===== config.mk =====
export PLATFORM = sky130hd
export DESIGN_NAME = reg_output_cells
export DESIGN_NICKNAME = d
export VERILOG_FILES = /design/src/reg_cell_pkg.sv /design/src/cell_ff.sv /design/src/reg_output_cells.sv
export SDC_FILE = /design/constraint.sdc
export NUM_CORES = 1
export LEC_CHECK = 0
export BUFFER_PORTS_ARGS = -buffer_cell sky130_fd_sc_hd__buf_4
export CAP_MARGIN = 20
export CORE_MARGIN = 2
export CORE_UTILIZATION = 47
export DETAILED_ROUTE_END_ITERATION = 8
export PLACE_DENSITY = 0.88
export SKIP_LAST_GASP = 1
export SLEW_MARGIN = 20
export SYNTH_ARGS = -nofsm -noshare
export SYNTH_HDL_FRONTEND = slang
export SYNTH_SLANG_ARGS = --single-unit

===== constraint.sdc =====
create_clock -name i_mclk -period 1.8 [get_ports i_mclk]
set_input_delay 0.09 -clock i_mclk [delete_from_list [all_inputs] [get_ports i_mclk]]
set_output_delay 0.09 -clock i_mclk [all_outputs]
set_load 0.01 [all_outputs]

===== src/reg_cell_pkg.sv =====
package reg_cell_pkg;
  // ==========================================================
  // Geometry
  localparam int NUM_CELLS     = 10;
  localparam int REGS_PER_CELL = 2;
  localparam int NUM_REGS      = NUM_CELLS * REGS_PER_CELL;

  // ==========================================================
  // Timing
  localparam int CLK_PERIOD_NS                = 10;
  localparam int POWER_UP_CLEAR_INTERVAL_NS   = 1000;
  localparam int POWER_UP_CLEAR_CYCLES        =
    (POWER_UP_CLEAR_INTERVAL_NS / CLK_PERIOD_NS) < 1 ? 1 :
    (POWER_UP_CLEAR_INTERVAL_NS / CLK_PERIOD_NS);
  localparam int CLEAR_CNT_W                  = 8;

  // ==========================================================
  // Reset and encodings
  localparam logic FF_RESET_VAL  = 1'b0;
  localparam logic FF_PRESET_VAL = 1'b1;
  localparam logic TYPE_D        = 1'b0;
  localparam logic TYPE_T        = 1'b1;
  localparam logic CLK_SRC_TERM  = 1'b0;
  localparam logic CLK_SRC_PIN   = 1'b1;
  localparam logic SEL_REG0      = 1'b0;
  localparam logic SEL_REG1      = 1'b1;
  localparam int   REG0_IDX      = 0;
  localparam int   REG1_IDX      = 1;

  typedef enum logic [1:0] {
    ST_CLEAR,
    ST_RUN
  } pwr_state_t;
endpackage


===== src/cell_ff.sv =====
`timescale 1ns/1ps
// ==========================================================
// One configurable register of an output logic cell
module cell_ff (
  input  wire logic i_mclk,
  input  wire logic i_clear,
  input  wire logic i_clk_edge,
  input  wire logic i_async_rst,
  input  wire logic i_preset,
  input  wire logic i_is_t,
  input  wire logic i_preload,
  input  wire logic i_load_this,
  input  wire logic i_load_val,
  input  wire logic i_sum,
  output logic      o_q
);
  logic q_r;
  logic q_nxt;
  logic dt_val;

  // ==========================================================
  // Next value
  assign dt_val = i_is_t ? (q_r ^ i_sum) : i_sum;
  assign q_nxt  = i_clear     ? reg_cell_pkg::FF_RESET_VAL :
                  i_async_rst ? reg_cell_pkg::FF_RESET_VAL :
                  i_preload   ? (i_load_this ? i_load_val : q_r) :
                  !i_clk_edge ? q_r :
                  i_preset    ? reg_cell_pkg::FF_PRESET_VAL :
                  dt_val;

  always_ff @(posedge i_mclk) begin
    q_r <= q_nxt;
  end

  assign o_q = q_r;
endmodule


===== src/reg_output_cells.sv =====
`timescale 1ns/1ps
// Contract
// After power-up every flip-flop clears to zero; pin level follows polarity.
// Board meets setup before raising clocks after power-up clear.
// Board holds clock sources steady during clear interval, at most 1000 ns.
// Each flip-flop chosen D-type or T-type individually.
// Each flip-flop clocked by own term or by the clock pin.
// Two flip-flops per cell, twenty in total.
// Each register has its own sum, reset and clock term.
// Every I/O pin has an input path regardless of its driver.
// Each register feeds its state back to the array separately.
// Each output driver has its own enable term.
// One synchronous preset sets all registers high instead of loading.
// Preset acts only on a rising clock edge; board raises clocks.
// Each flip-flop has its own asynchronous reset clearing it.
// Reset clears both master and slave stage.
// In preload, pin high loads one, low loads zero, ignoring polarity.
// Preload entered only while preload input asserted by board.
// Preload clock pulse loads register zero or one per select pin.
// Compatibility mode: no T-type, no pin clocking, no second feedback.
// T-type inverts on clock edge when sum true, else holds.
// Asynchronous reset beats preset and any clocked load.
module reg_output_cells #(
  parameter int NUM_CELLS = reg_cell_pkg::NUM_CELLS,
  parameter int NUM_REGS  = reg_cell_pkg::NUM_REGS
) (
  input  wire logic                 i_mclk,
  input  wire logic                 i_rst,
  input  wire logic                 i_clk_pin,
  input  wire logic [NUM_REGS-1:0]  i_clk_term,
  input  wire logic [NUM_REGS-1:0]  i_sum_term,
  input  wire logic [NUM_REGS-1:0]  i_async_rst_term,
  input  wire logic                 i_sync_preset,
  input  wire logic [NUM_REGS-1:0]  i_cfg_t_type,
  input  wire logic [NUM_REGS-1:0]  i_cfg_pin_clk,
  input  wire logic [NUM_CELLS-1:0] i_cfg_out_pol,
  input  wire logic                 i_cfg_compat,
  input  wire logic [NUM_CELLS-1:0] i_oe_term,
  input  wire logic                 i_preload_mode,
  input  wire logic                 i_preload_sel,
  input  wire logic [NUM_CELLS-1:0] i_io_in,
  output logic      [NUM_CELLS-1:0] o_io_out,
  output logic      [NUM_CELLS-1:0] o_io_oe,
  output logic      [NUM_CELLS-1:0] o_io_in_path,
  output logic      [NUM_REGS-1:0]  o_feedback,
  output logic                      o_clear_busy
);
  localparam int R0 = reg_cell_pkg::REG0_IDX;
  localparam int R1 = reg_cell_pkg::REG1_IDX;
  localparam int RPC = reg_cell_pkg::REGS_PER_CELL;

  reg_cell_pkg::pwr_state_t              state_r;
  reg_cell_pkg::pwr_state_t              state_nxt;
  logic [reg_cell_pkg::CLEAR_CNT_W-1:0]  clear_cnt_r;
  logic [reg_cell_pkg::CLEAR_CNT_W-1:0]  clear_cnt_nxt;
  logic                                  clearing;
  logic                                  clk_pin_r;
  logic [NUM_REGS-1:0]                   clk_term_r;
  logic                                  pin_rise;
  logic [NUM_REGS-1:0]                   term_rise;
  logic [NUM_REGS-1:0]                   ff_q;
  logic [NUM_REGS-1:0]                   fb_nxt;
  logic [NUM_CELLS-1:0]                  out_nxt;
  logic [NUM_CELLS-1:0]                  oe_r;
  logic [NUM_CELLS-1:0]                  out_r;
  logic [NUM_CELLS-1:0]                  in_path_r;
  logic [NUM_REGS-1:0]                   fb_r;
  logic                                  busy_r;

  // ==========================================================
  // Power-up clear sequencer
  localparam logic [reg_cell_pkg::CLEAR_CNT_W-1:0] CLEAR_LAST =
    reg_cell_pkg::CLEAR_CNT_W'(reg_cell_pkg::POWER_UP_CLEAR_CYCLES - 1);
  localparam logic [reg_cell_pkg::CLEAR_CNT_W-1:0] CNT_ONE =
    reg_cell_pkg::CLEAR_CNT_W'(1);

  assign clearing      = (state_r == reg_cell_pkg::ST_CLEAR);
  assign clear_cnt_nxt = clearing ? clear_cnt_r + CNT_ONE : clear_cnt_r;
  assign state_nxt     = (clearing && clear_cnt_r == CLEAR_LAST) ?
                         reg_cell_pkg::ST_RUN : state_r;

  always_ff @(posedge i_mclk) begin
    if (i_rst) begin
      state_r     <= reg_cell_pkg::ST_CLEAR;
      clear_cnt_r <= '0;
    end else begin
      state_r     <= state_nxt;
      clear_cnt_r <= clear_cnt_nxt;
    end
  end

  // ==========================================================
  // Clock source edge detection
  always_ff @(posedge i_mclk) begin
    if (i_rst) begin
      clk_pin_r  <= 1'b0;
      clk_term_r <= '0;
    end else begin
      clk_pin_r  <= i_clk_pin;
      clk_term_r <= i_clk_term;
    end
  end

  // Edges before clear ends are discarded; board keeps clocks steady
  assign pin_rise  = i_clk_pin & ~clk_pin_r & ~clearing;
  assign term_rise = i_clk_term & ~clk_term_r & {NUM_REGS{~clearing}};

  // ==========================================================
  // Register array
  genvar g;
  generate
    for (g = 0; g < NUM_REGS; g++) begin : g_ff
      logic use_pin;
      logic use_t;
      logic edge_sel;
      logic load_this;
      assign use_pin   = i_cfg_pin_clk[g] & ~i_cfg_compat;
      assign use_t     = i_cfg_t_type[g] & ~i_cfg_compat;
      assign edge_sel  = use_pin ? pin_rise : term_rise[g];
      assign load_this = term_rise[g] &
                         (i_preload_sel == ((g % RPC == R1) ?
                          reg_cell_pkg::SEL_REG1 : reg_cell_pkg::SEL_REG0));

      cell_ff u_ff (
        .i_mclk      (i_mclk),
        .i_clear     (clearing | i_rst),
        .i_clk_edge  (edge_sel),
        .i_async_rst (i_async_rst_term[g]),
        .i_preset    (i_sync_preset),
        .i_is_t      (use_t),
        .i_preload   (i_preload_mode),
        .i_load_this (load_this),
        .i_load_val  (i_io_in[g / RPC]),
        .i_sum       (i_sum_term[g]),
        .o_q         (ff_q[g])
      );

      // Second register feedback is absent in compatibility mode
      if (g % RPC == R1) begin : g_fb1
        assign fb_nxt[g] = ff_q[g] & ~i_cfg_compat;
      end else begin : g_fb0
        assign fb_nxt[g] = ff_q[g];
      end
    end
  endgenerate

  // ==========================================================
  // Output cells
  genvar c;
  generate
    for (c = 0; c < NUM_CELLS; c++) begin : g_cell
      assign out_nxt[c] = ff_q[c * RPC + R0] ^ i_cfg_out_pol[c];
    end
  endgenerate

  // ==========================================================
  // Registered outputs
  always_ff @(posedge i_mclk) begin
    if (i_rst) begin
      out_r     <= '0;
      oe_r      <= '0;
      in_path_r <= '0;
      fb_r      <= '0;
      busy_r    <= 1'b1;
    end else begin
      out_r     <= out_nxt;
      oe_r      <= i_oe_term & ~{NUM_CELLS{i_preload_mode}};
      in_path_r <= i_io_in;
      fb_r      <= fb_nxt;
      busy_r    <= clearing;
    end
  end

  assign o_io_out     = out_r;
  assign o_io_oe      = oe_r;
  assign o_io_in_path = in_path_r;
  assign o_feedback   = fb_r;
  assign o_clear_busy = busy_r;
endmodule


==> results.txt, run 1 <==
- Per-cell via count in the routed design: 5.61
* Cell-by-cell listing of the critical path: and3b_4, and2_4, a221oi_1, a2111oi_2
- First-pass GRT wire length: 22600 um
- Register-to-Register Setup Slack: 180 ps
- The worst setup path is captured at a flip-flop.
- Sequential Area: 2020 um^2
- Crit Path Max Fanout: 18
- Count of buffers inserted at the top-level ports: 187
- During I/O placement, the number of pins put on the boundary was 188.
- The floorplan has 34 rows.
- In the synthesized netlist the async set-or-reset flop fraction comes to 0%.
- Final Cycle Share: 89.8%
- The run finished with clean final reports.
* Initial DRT Pass Iterations: 5
* Relative contribution of the clock network to total power: 33.3%
* Drt first-iter violations: 230
- The longest clock path from root to sink contains 2 buffers.
- Switching part of the total power: 24.8%
- Post-synth EDFFs: 0
- Worst max-slew margin expressed relative to the limit: 56.6%
* Count of nets after finishing: 819
- The worst hold path begins at i_cfg_out_pol[3].
- In the synthesized netlist, the number of instances is 432.
- Once the clock tree was built, the setup fixing pass inserted 0 buffers.
- Number of buffers created by CTS: 9
* CTS sink count: 101
* Synth Area per Inst: 9.94 um^2
- Share of the yosys chip area belonging to registers: 47.1%
- Area used by multi-input combinational logic: 2130 um^2
* Crit Reg-Reg Endpoint: g_ff[10].u_ff.o_q
- Once routing completed, OpenROAD measured the worst setup slack at 183 ps.
* Part of the total power dissipated in sequential elements: 51.4%
* Hold Crit Depth: 3
- The worst hold path terminates at o_io_out[3].
- The die is 99.6 um wide.
- Internal portion of total power: 3.40 mW
- Floorplan Core Area: 8810 um^2
- Library cells used by synthesis: 39
- F_max: 618 MHz
- At the worst endpoint, the required time is 2040 ps.
* Fillers: 581
- Worst Hold Class: in -> reg
* Reported max-cap violation count: 0
* Final count of hold timing violations: 0
* Wirelength, routed: 14500 um
* Pin count of the biggest net entering global routing: 45
* Share of power burned in combinational logic: 15.3%
* Path depth of the worst reg2reg path: 4
- Clock root buffer master: clkbuf_8
- The final count of pins violating max slew came to 0.
- The synthesized design spends more area on one cell type than any other, namely dfxtp_1.
- The die is 99.6 um tall.
- Between clock sinks in the finished design, the worst skew comes to 12.3 ps.
- At the pin with the least slew margin, the transition time is 648 ps.
- The congestion estimate from routability-driven global placement came to 0.841.
- Switching power: 1.12 mW
- After detailed routing, the average wire length per cell comes to 18.2 um.
- Clock edge transition at the registers on the reported setup and hold paths: 100 ps
- Fin util: 75.8%
* CP Class: reg -> reg
* Cell area power density: 676 nW/um^2
- Slowest library cell on the worst path: dfxtp_2
* DR vias: 4459
- Synth warnings: 0
- The clock reaches the later pin of the worst-skew pair after 360 ps.
- Setup violations remaining at the end of the flow were counted as 0.
- DRC violations left: 0
- Number of nets produced by synthesis: 570
* Maximum level of the CTS H-tree: 3
- STA puts the critical path data arrival time at 1850 ps.
- TritonCTS clock tree: done
- Biggest area contributors in the synthesized netlist: dfxtp_1 47%, xnor2_1 6.5%, nor2b_1 5.8%
- Post-Place Worst Slack: 45.3 ps
- Fraction of layout cells with a size suffix above 1: 34.0%
* Die ar.: 9920 um^2
- The number of global-route vias before repair was 4617.
- Post-layout min period: 1620 ps
* Synth top area share: 47.1%
- The initial utilization of the core area, before any placement, comes to 48.8%.
- Maximum vdd ir drop: 0.358 mV
- For the final routed database, the setup TNS stands at 0 ps.
- The cell area that synthesis handed to floorplanning was 4290 um^2.
- The detail route stage leaves a number of antenna-violating nets equal to 0.
- Detailed placement finished with a half-perimeter wire length of 9340 um.
- In this run the critical register-to-register path is launched from state_r[0].
* RSZ-0062 raised after global routing: false
* Critical Path Start Type: flip-flop
* P_leak: 2.69 nW
- Relative to the synthesized area, the layout overhead comes to 55.4%.
* Prevailing post-synth register cell: dfxtp_1
- GR Overflow Total: 0
- Register bit total from synthesis: 101
- The largest single stage delay on the critical path is 430 ps.
- GRT Util Overall: 29.0%
- The number of antenna violations at the first check in global routing was 1.
critical path: cells and delay by family (launching register included):
kind	cells	cell delay, ps
AND/OR/NAND/NOR	2	560
flip-flops	1	430
AO/OA/AOI/OAI	2	500
area by class of cell:
cell class / count / area share [%]
clock buffer: 10 / 2.06
multi-input combinational: 300 / 31.9
inverter: 4 / 0.225
timing repair buffer: 265 / 32.4
clock inverter: 6 / 1.03
antenna: 1 / 0.0375
sequential: 101 / 30.3
tap: 108 / 2.02
power groups by stage:
stage	logic (mW)	registers [mW]	clock network (mW)
floorplan	0.167	2.38	0
global placement	0.542	2.37	0
detailed placement	0.551	2.37	0
CTS	0.675	2.32	1.51
global route	0.740	2.33	1.62
finish	0.692	2.32	1.50
per-layer routing:
metal	up-vias	track usage, %	wire length [um]
met3	55	5.48	1090
li1	2056	-	-
met5	-	0	0
met4	0	13.3	553
met2	251	52.8	7460
met1	2097	32.6	5390
placed cells by master (no fill, tap or decap), types with 3 or more instances in the layout:
cell type,count
a2111oi_1,7
nand2_1,24
dfxtp_1,100
nand4b_1,3
inv_1,4
and2_1,20
nor2b_1,40
clkbuf_8,10
nor2_1,22
o21ai_0,33
dlygate4sd3_1,69
xor2_1,3
a211oi_1,19
xnor2_1,32
buf_4,196
a2111oi_2,12
a221oi_1,18
a22o_1,18
o21bai_1,5
nand3b_1,20
how the worst max path moves through the flow:
stage / start / end / slack (ps)
floorplan: state_r[0] / g_ff[12].u_ff.o_q / 210
global placement: state_r[0] / g_ff[8].u_ff.o_q / 190
detailed placement: state_r[0] / g_ff[10].u_ff.o_q / 50
CTS: state_r[0] / g_ff[10].u_ff.o_q / 30
global route: state_r[0] / g_ff[3].u_ff.o_q / 70
finish: state_r[0] / g_ff[10].u_ff.o_q / 180
cells in the mapped netlist, types with 2 or more instances:
| library cell | number |
|---|---|
| dfxtp_1 | 101 |
| nor2b_1 | 40 |
| o21ai_0 | 33 |
| xnor2_1 | 32 |
| nand2_1 | 24 |
| nor2_1 | 23 |
| and2_1 | 20 |
| clkbuf_1 | 20 |
| nand3b_1 | 20 |
| a211oi_1 | 19 |
| a221oi_1 | 18 |
| a22o_1 | 18 |
| a2111oi_2 | 12 |
| a2111oi_1 | 7 |
| o21bai_1 | 5 |
| buf_6 | 4 |
| inv_1 | 4 |
| buf_2 | 3 |
| nand4b_1 | 3 |
| xor2_1 | 3 |
| a21oi_1 | 2 |
| mux2i_1 | 2 |
| or2_2 | 2 |
| or3_1 | 2 |
flip-flops by register name (all words and copies together) (netlist names):
register / flops
o_io_in_path: 10
g_ff.u_ff.o_q: 20
clear_cnt_r: 8
o_io_oe: 10
clk_term_r: 20
o_io_out: 10
clk_pin_r: 1
o_feedback: 20
o_clear_busy: 1
state_r: 1
metrics by stage:
stage	area (um^2)	cells	power (mW)	hold slack, ps
detailed placement	5760	708	2.92	264
floorplan	4290	432	2.55	170
global route	6670	795	4.69	18.7
CTS	6660	793	4.51	9.75
finish	6670	795	4.51	24.7
global placement	5760	708	2.91	265
timing repair:
| item | 4_1_cts | 5_1_grt |
|---|---|---|
| resized for setup | 0 | 2 |
| hold endpoints to repair | 69 | 0 |
| hold buffers | 69 | 0 |
| endpoints found under the setup margin | 0 | 14 |
logic make-up (layout without fill, tap and decap cells):
group / Yosys count / in the layout / synth area share, %
AO/OA/AOI/OAI: 122 / 122 / 23.0
other: 0 / 1 / 0
buffers and inverters: 32 / 285 / 3.58
flip-flops: 101 / 101 / 47.1
AND/OR/NAND/NOR: 139 / 140 / 18.4
XOR/XNOR: 35 / 35 / 7.14
multiplexers: 2 / 2 / 0.466
adder cells (fa/ha/maj): 1 / 1 / 0.291
Power figures use the tool's default switching activity.
==> inputs of run 2 (changes only) <==
--- a/config.mk
+++ b/config.mk
@@ -10,6 +10,7 @@
 export CORE_MARGIN = 2
 export CORE_UTILIZATION = 47
 export DETAILED_ROUTE_END_ITERATION = 8
+export MAX_ROUTING_LAYER = met4
 export PLACE_DENSITY = 0.88
 export SKIP_LAST_GASP = 1
 export SLEW_MARGIN = 20
==> results.txt, run 2 (synthesized netlist as in run 1, its figures left out) <==
- Wirelength, routed: 14300 um (was 14500 um)
* Final HPWL DP: 9430 um (was 9340 um)
* Total routed wire length on the met1 layer: 5580 um (was 5390 um)
* Fraction of layout cells with a size suffix above 1: 34.2% (was 34.0%)
- The kind of capture point of the worst setup path was a flip-flop (unchanged).
- The part of the cycle the worst path needs was 89.3% (was 89.8%).
- The CTS buffer count is 9 (unchanged).
- Final count of hold timing violations: 0 (unchanged)
* CP Class: reg -> reg (unchanged)
- Worst Tran Pin Value: 622 ps (was 648 ps)
* Starting utilization of the core area: 48.8% (unchanged)
* Worst clock skew on the final layout: 6.71 ps (was 12.3 ps)
* TritonCTS clock tree: done (unchanged)
- Count of nets after finishing: 820 (was 819)
- Number of antenna violations at the first check in global routing: 0 (was 1)
* Vias in the first global route: 4650 (was 4617)
- Number of standard cells in the final layout excluding fillers: 795 (unchanged)
* Crit Path Max Fanout: 9 (was 18)
- Worst Hold Class: in -> reg (unchanged)
- First-pass GRT wire length: 22300 um (was 22600 um)
- The number of cells after detailed placement is 708 (unchanged).
- CTS sink count: 101 (unchanged)
* Die width: 99.6 um (unchanged)
- The detailed router's first-iteration violation count was 154 (was 230).
* DRC violations left: 0 (unchanged)
- The worst stage delay on the critical path came to 440 ps (was 430 ps).
- The total power per unit cell area was 677 nW/um^2 (was 676 nW/um^2).
* Outcome: finished, final reports clean (unchanged)
* Routed wire per std cell: 18.0 um (was 18.2 um)
- The number of H-tree levels was 3 (unchanged).
- Clk Latency, worst-skew pair: 360 ps (about the same)
- The max-slew headroom at the worst pin came to 58.4% (was 56.6%).
* Commonest non-fill, non-tap cell in the layout: buf_4 (unchanged)
* GR Overflow Total: 0 (unchanged)
* Data arrival, critical path: 1870 ps (was 1850 ps)
- The overall die height is 99.6 um (unchanged).
- The via total after detailed routing was 4407 (was 4459).
* Floorplan Core Area: 8810 um^2 (unchanged)
* Most used cells in the layout excluding fill and tap cells: 196 x buf_4, 100 x dfxtp_1, 70 x dlygate4sd3_1 (was 196 x buf_4, 100 x dfxtp_1, 69 x dlygate4sd3_1)
* Count of buffers inserted at the top-level ports: 187 (unchanged)
- The placer's final routability congestion estimate was 0.854 (was 0.841).
- The first-pass iteration count of the detailed router came to 5 (unchanged).
- The antenna violation net count after detailed routing was 0 (unchanged).
- The worst hold margin is 18.8 ps (was 24.7 ps).
- F_max: 622 MHz (was 618 MHz)
- The average vias per placed instance was 5.54 (was 5.61).
* Pin count of the biggest net entering global routing: 45 (unchanged)
* Reported max-cap violation count: 0 (unchanged)
* Number of antenna cells inserted: 0 (was 1)
- Clock root buffer master: clkbuf_8 (unchanged)
- Slowest library cell on the worst path: dfxtp_2 (unchanged)
* P_leak: 2.70 nW (was 2.69 nW)
* Final sum of negative setup slack: 0 ps (unchanged)
- The total length of routed met2 wires was 7290 um (was 7460 um).
- RSZ-0062 raised after global routing: false (unchanged).
* Post-Place Worst Slack: 56.7 ps (was 45.3 ps)
* Highest layer used for signal routing: met4 (unchanged)
- Maximum vdd ir drop: 0.439 mV (was 0.358 mV)
- Site Rows: 34 (unchanged)
* Post-layout min period: 1610 ps (was 1620 ps)
- The power after layout was 4.53 mW (was 4.51 mW).
* Area Overhead vs Synth: 55.8% (was 55.4%)
* Slack of the critical path: 192 ps (was 183 ps)
* GRT Util Overall: 29.2% (was 29.0%)
- Die ar.: 9920 um^2 (unchanged)
- Cell-by-cell listing of the critical path: buf_4, nand2_1, a211oi_1, a221oi_1, a2111oi_2 (was and3b_4, and2_4, a221oi_1, a2111oi_2).
* Maximum buffer depth of the clock tree: 2 (unchanged)
* Critical Path Start Type: flip-flop (unchanged)
* WP data required: 2060 ps (was 2040 ps)
- The final count of pins violating max slew is 0 (unchanged).
* Setup bufs post-CTS: 0 (unchanged)
* Number of failing setup endpoints in the final timing report: 0 (unchanged)
- The register clock-pin slew on the reported worst setup and hold paths is 100 ps (about the same).
- Ports: 188 (unchanged)
- The length of routed met3 wiring came to 1070 um (was 1090 um).
run 2: cell types whose count changed in the layout (fill, tap and decap cells not counted):
cell / previous run / this run
a2111oi_2: 12 / 14
clkbuf_8: 10 / 9
a2111oi_1: 7 / 5
clkinv_4: 1 / 4
diode_2: 1 / 0
clkinvlp_4: 1 / 0
dlygate4sd3_1: 69 / 70
clkinv_2: 1 / 0
run 2: critical path, delay by kind of cell, from the launching register on:
| family | cells | cell delay (ps) |
|---|---|---|
| AO/OA/AOI/OAI | 3 | 820 |
| flip-flops | 1 | 440 |
| buffers and inverters | 1 | 190 |
| AND/OR/NAND/NOR | 1 | 60 |
run 2: routing by layer:
layer / global-route usage, % / vias to the layer above
met4: 11.6 / 0
met3: 4.43 / 39
met5: - / -
li1: - / 2062
met2: 50.9 / 257
met1: 33.6 / 2049
run 2: path summary, 6_finish.rpt:
check / startpoint / endpoint / slack, ps / cells after the start
max: state_r[0] / g_ff[10].u_ff.o_q / 190 / 5
min: i_async_rst_term[4] / g_ff[4].u_ff.o_q / 20 / 4
max reg2reg: state_r[0] / g_ff[10].u_ff.o_q / 190 / 5
min reg2reg: g_ff[5].u_ff.o_q / o_feedback[5] / 510 / 1
run 2: cell type report:
class | count | area, um^2
Tap cell | 108 | 135
Fill cell | 595 | 2110
Clock buffer | 9 | 124
Timing Repair Buffer | 266 | 2170
Sequential cell | 101 | 2020
Multi-Input combinational cell | 300 | 2140
Inverter | 4 | 15.0
Clock inverter | 7 | 82.6
run 2: timing repair:
action / 4_1_cts / 5_1_grt
endpoints found under the setup margin: 0 / 15
gates resized for setup: 0 / 4
hold buffers: 70 / 0
hold endpoints to repair: 70 / 0
run 2: report_power, final:
group	internal, mW	switching, mW	total (mW)
clock	0.664	0.853	1.52
sequential	2.30	0.0241	2.32
combinational	0.410	0.282	0.692
total	3.37	1.16	4.53
run 2: stage by stage:
stage	area, um^2	util (%)
floorplan	4290	-
global placement	5760	65.5
finish	6690	76.0
detailed placement	5760	65.5
CTS	6670	75.8
global route	6690	76.0
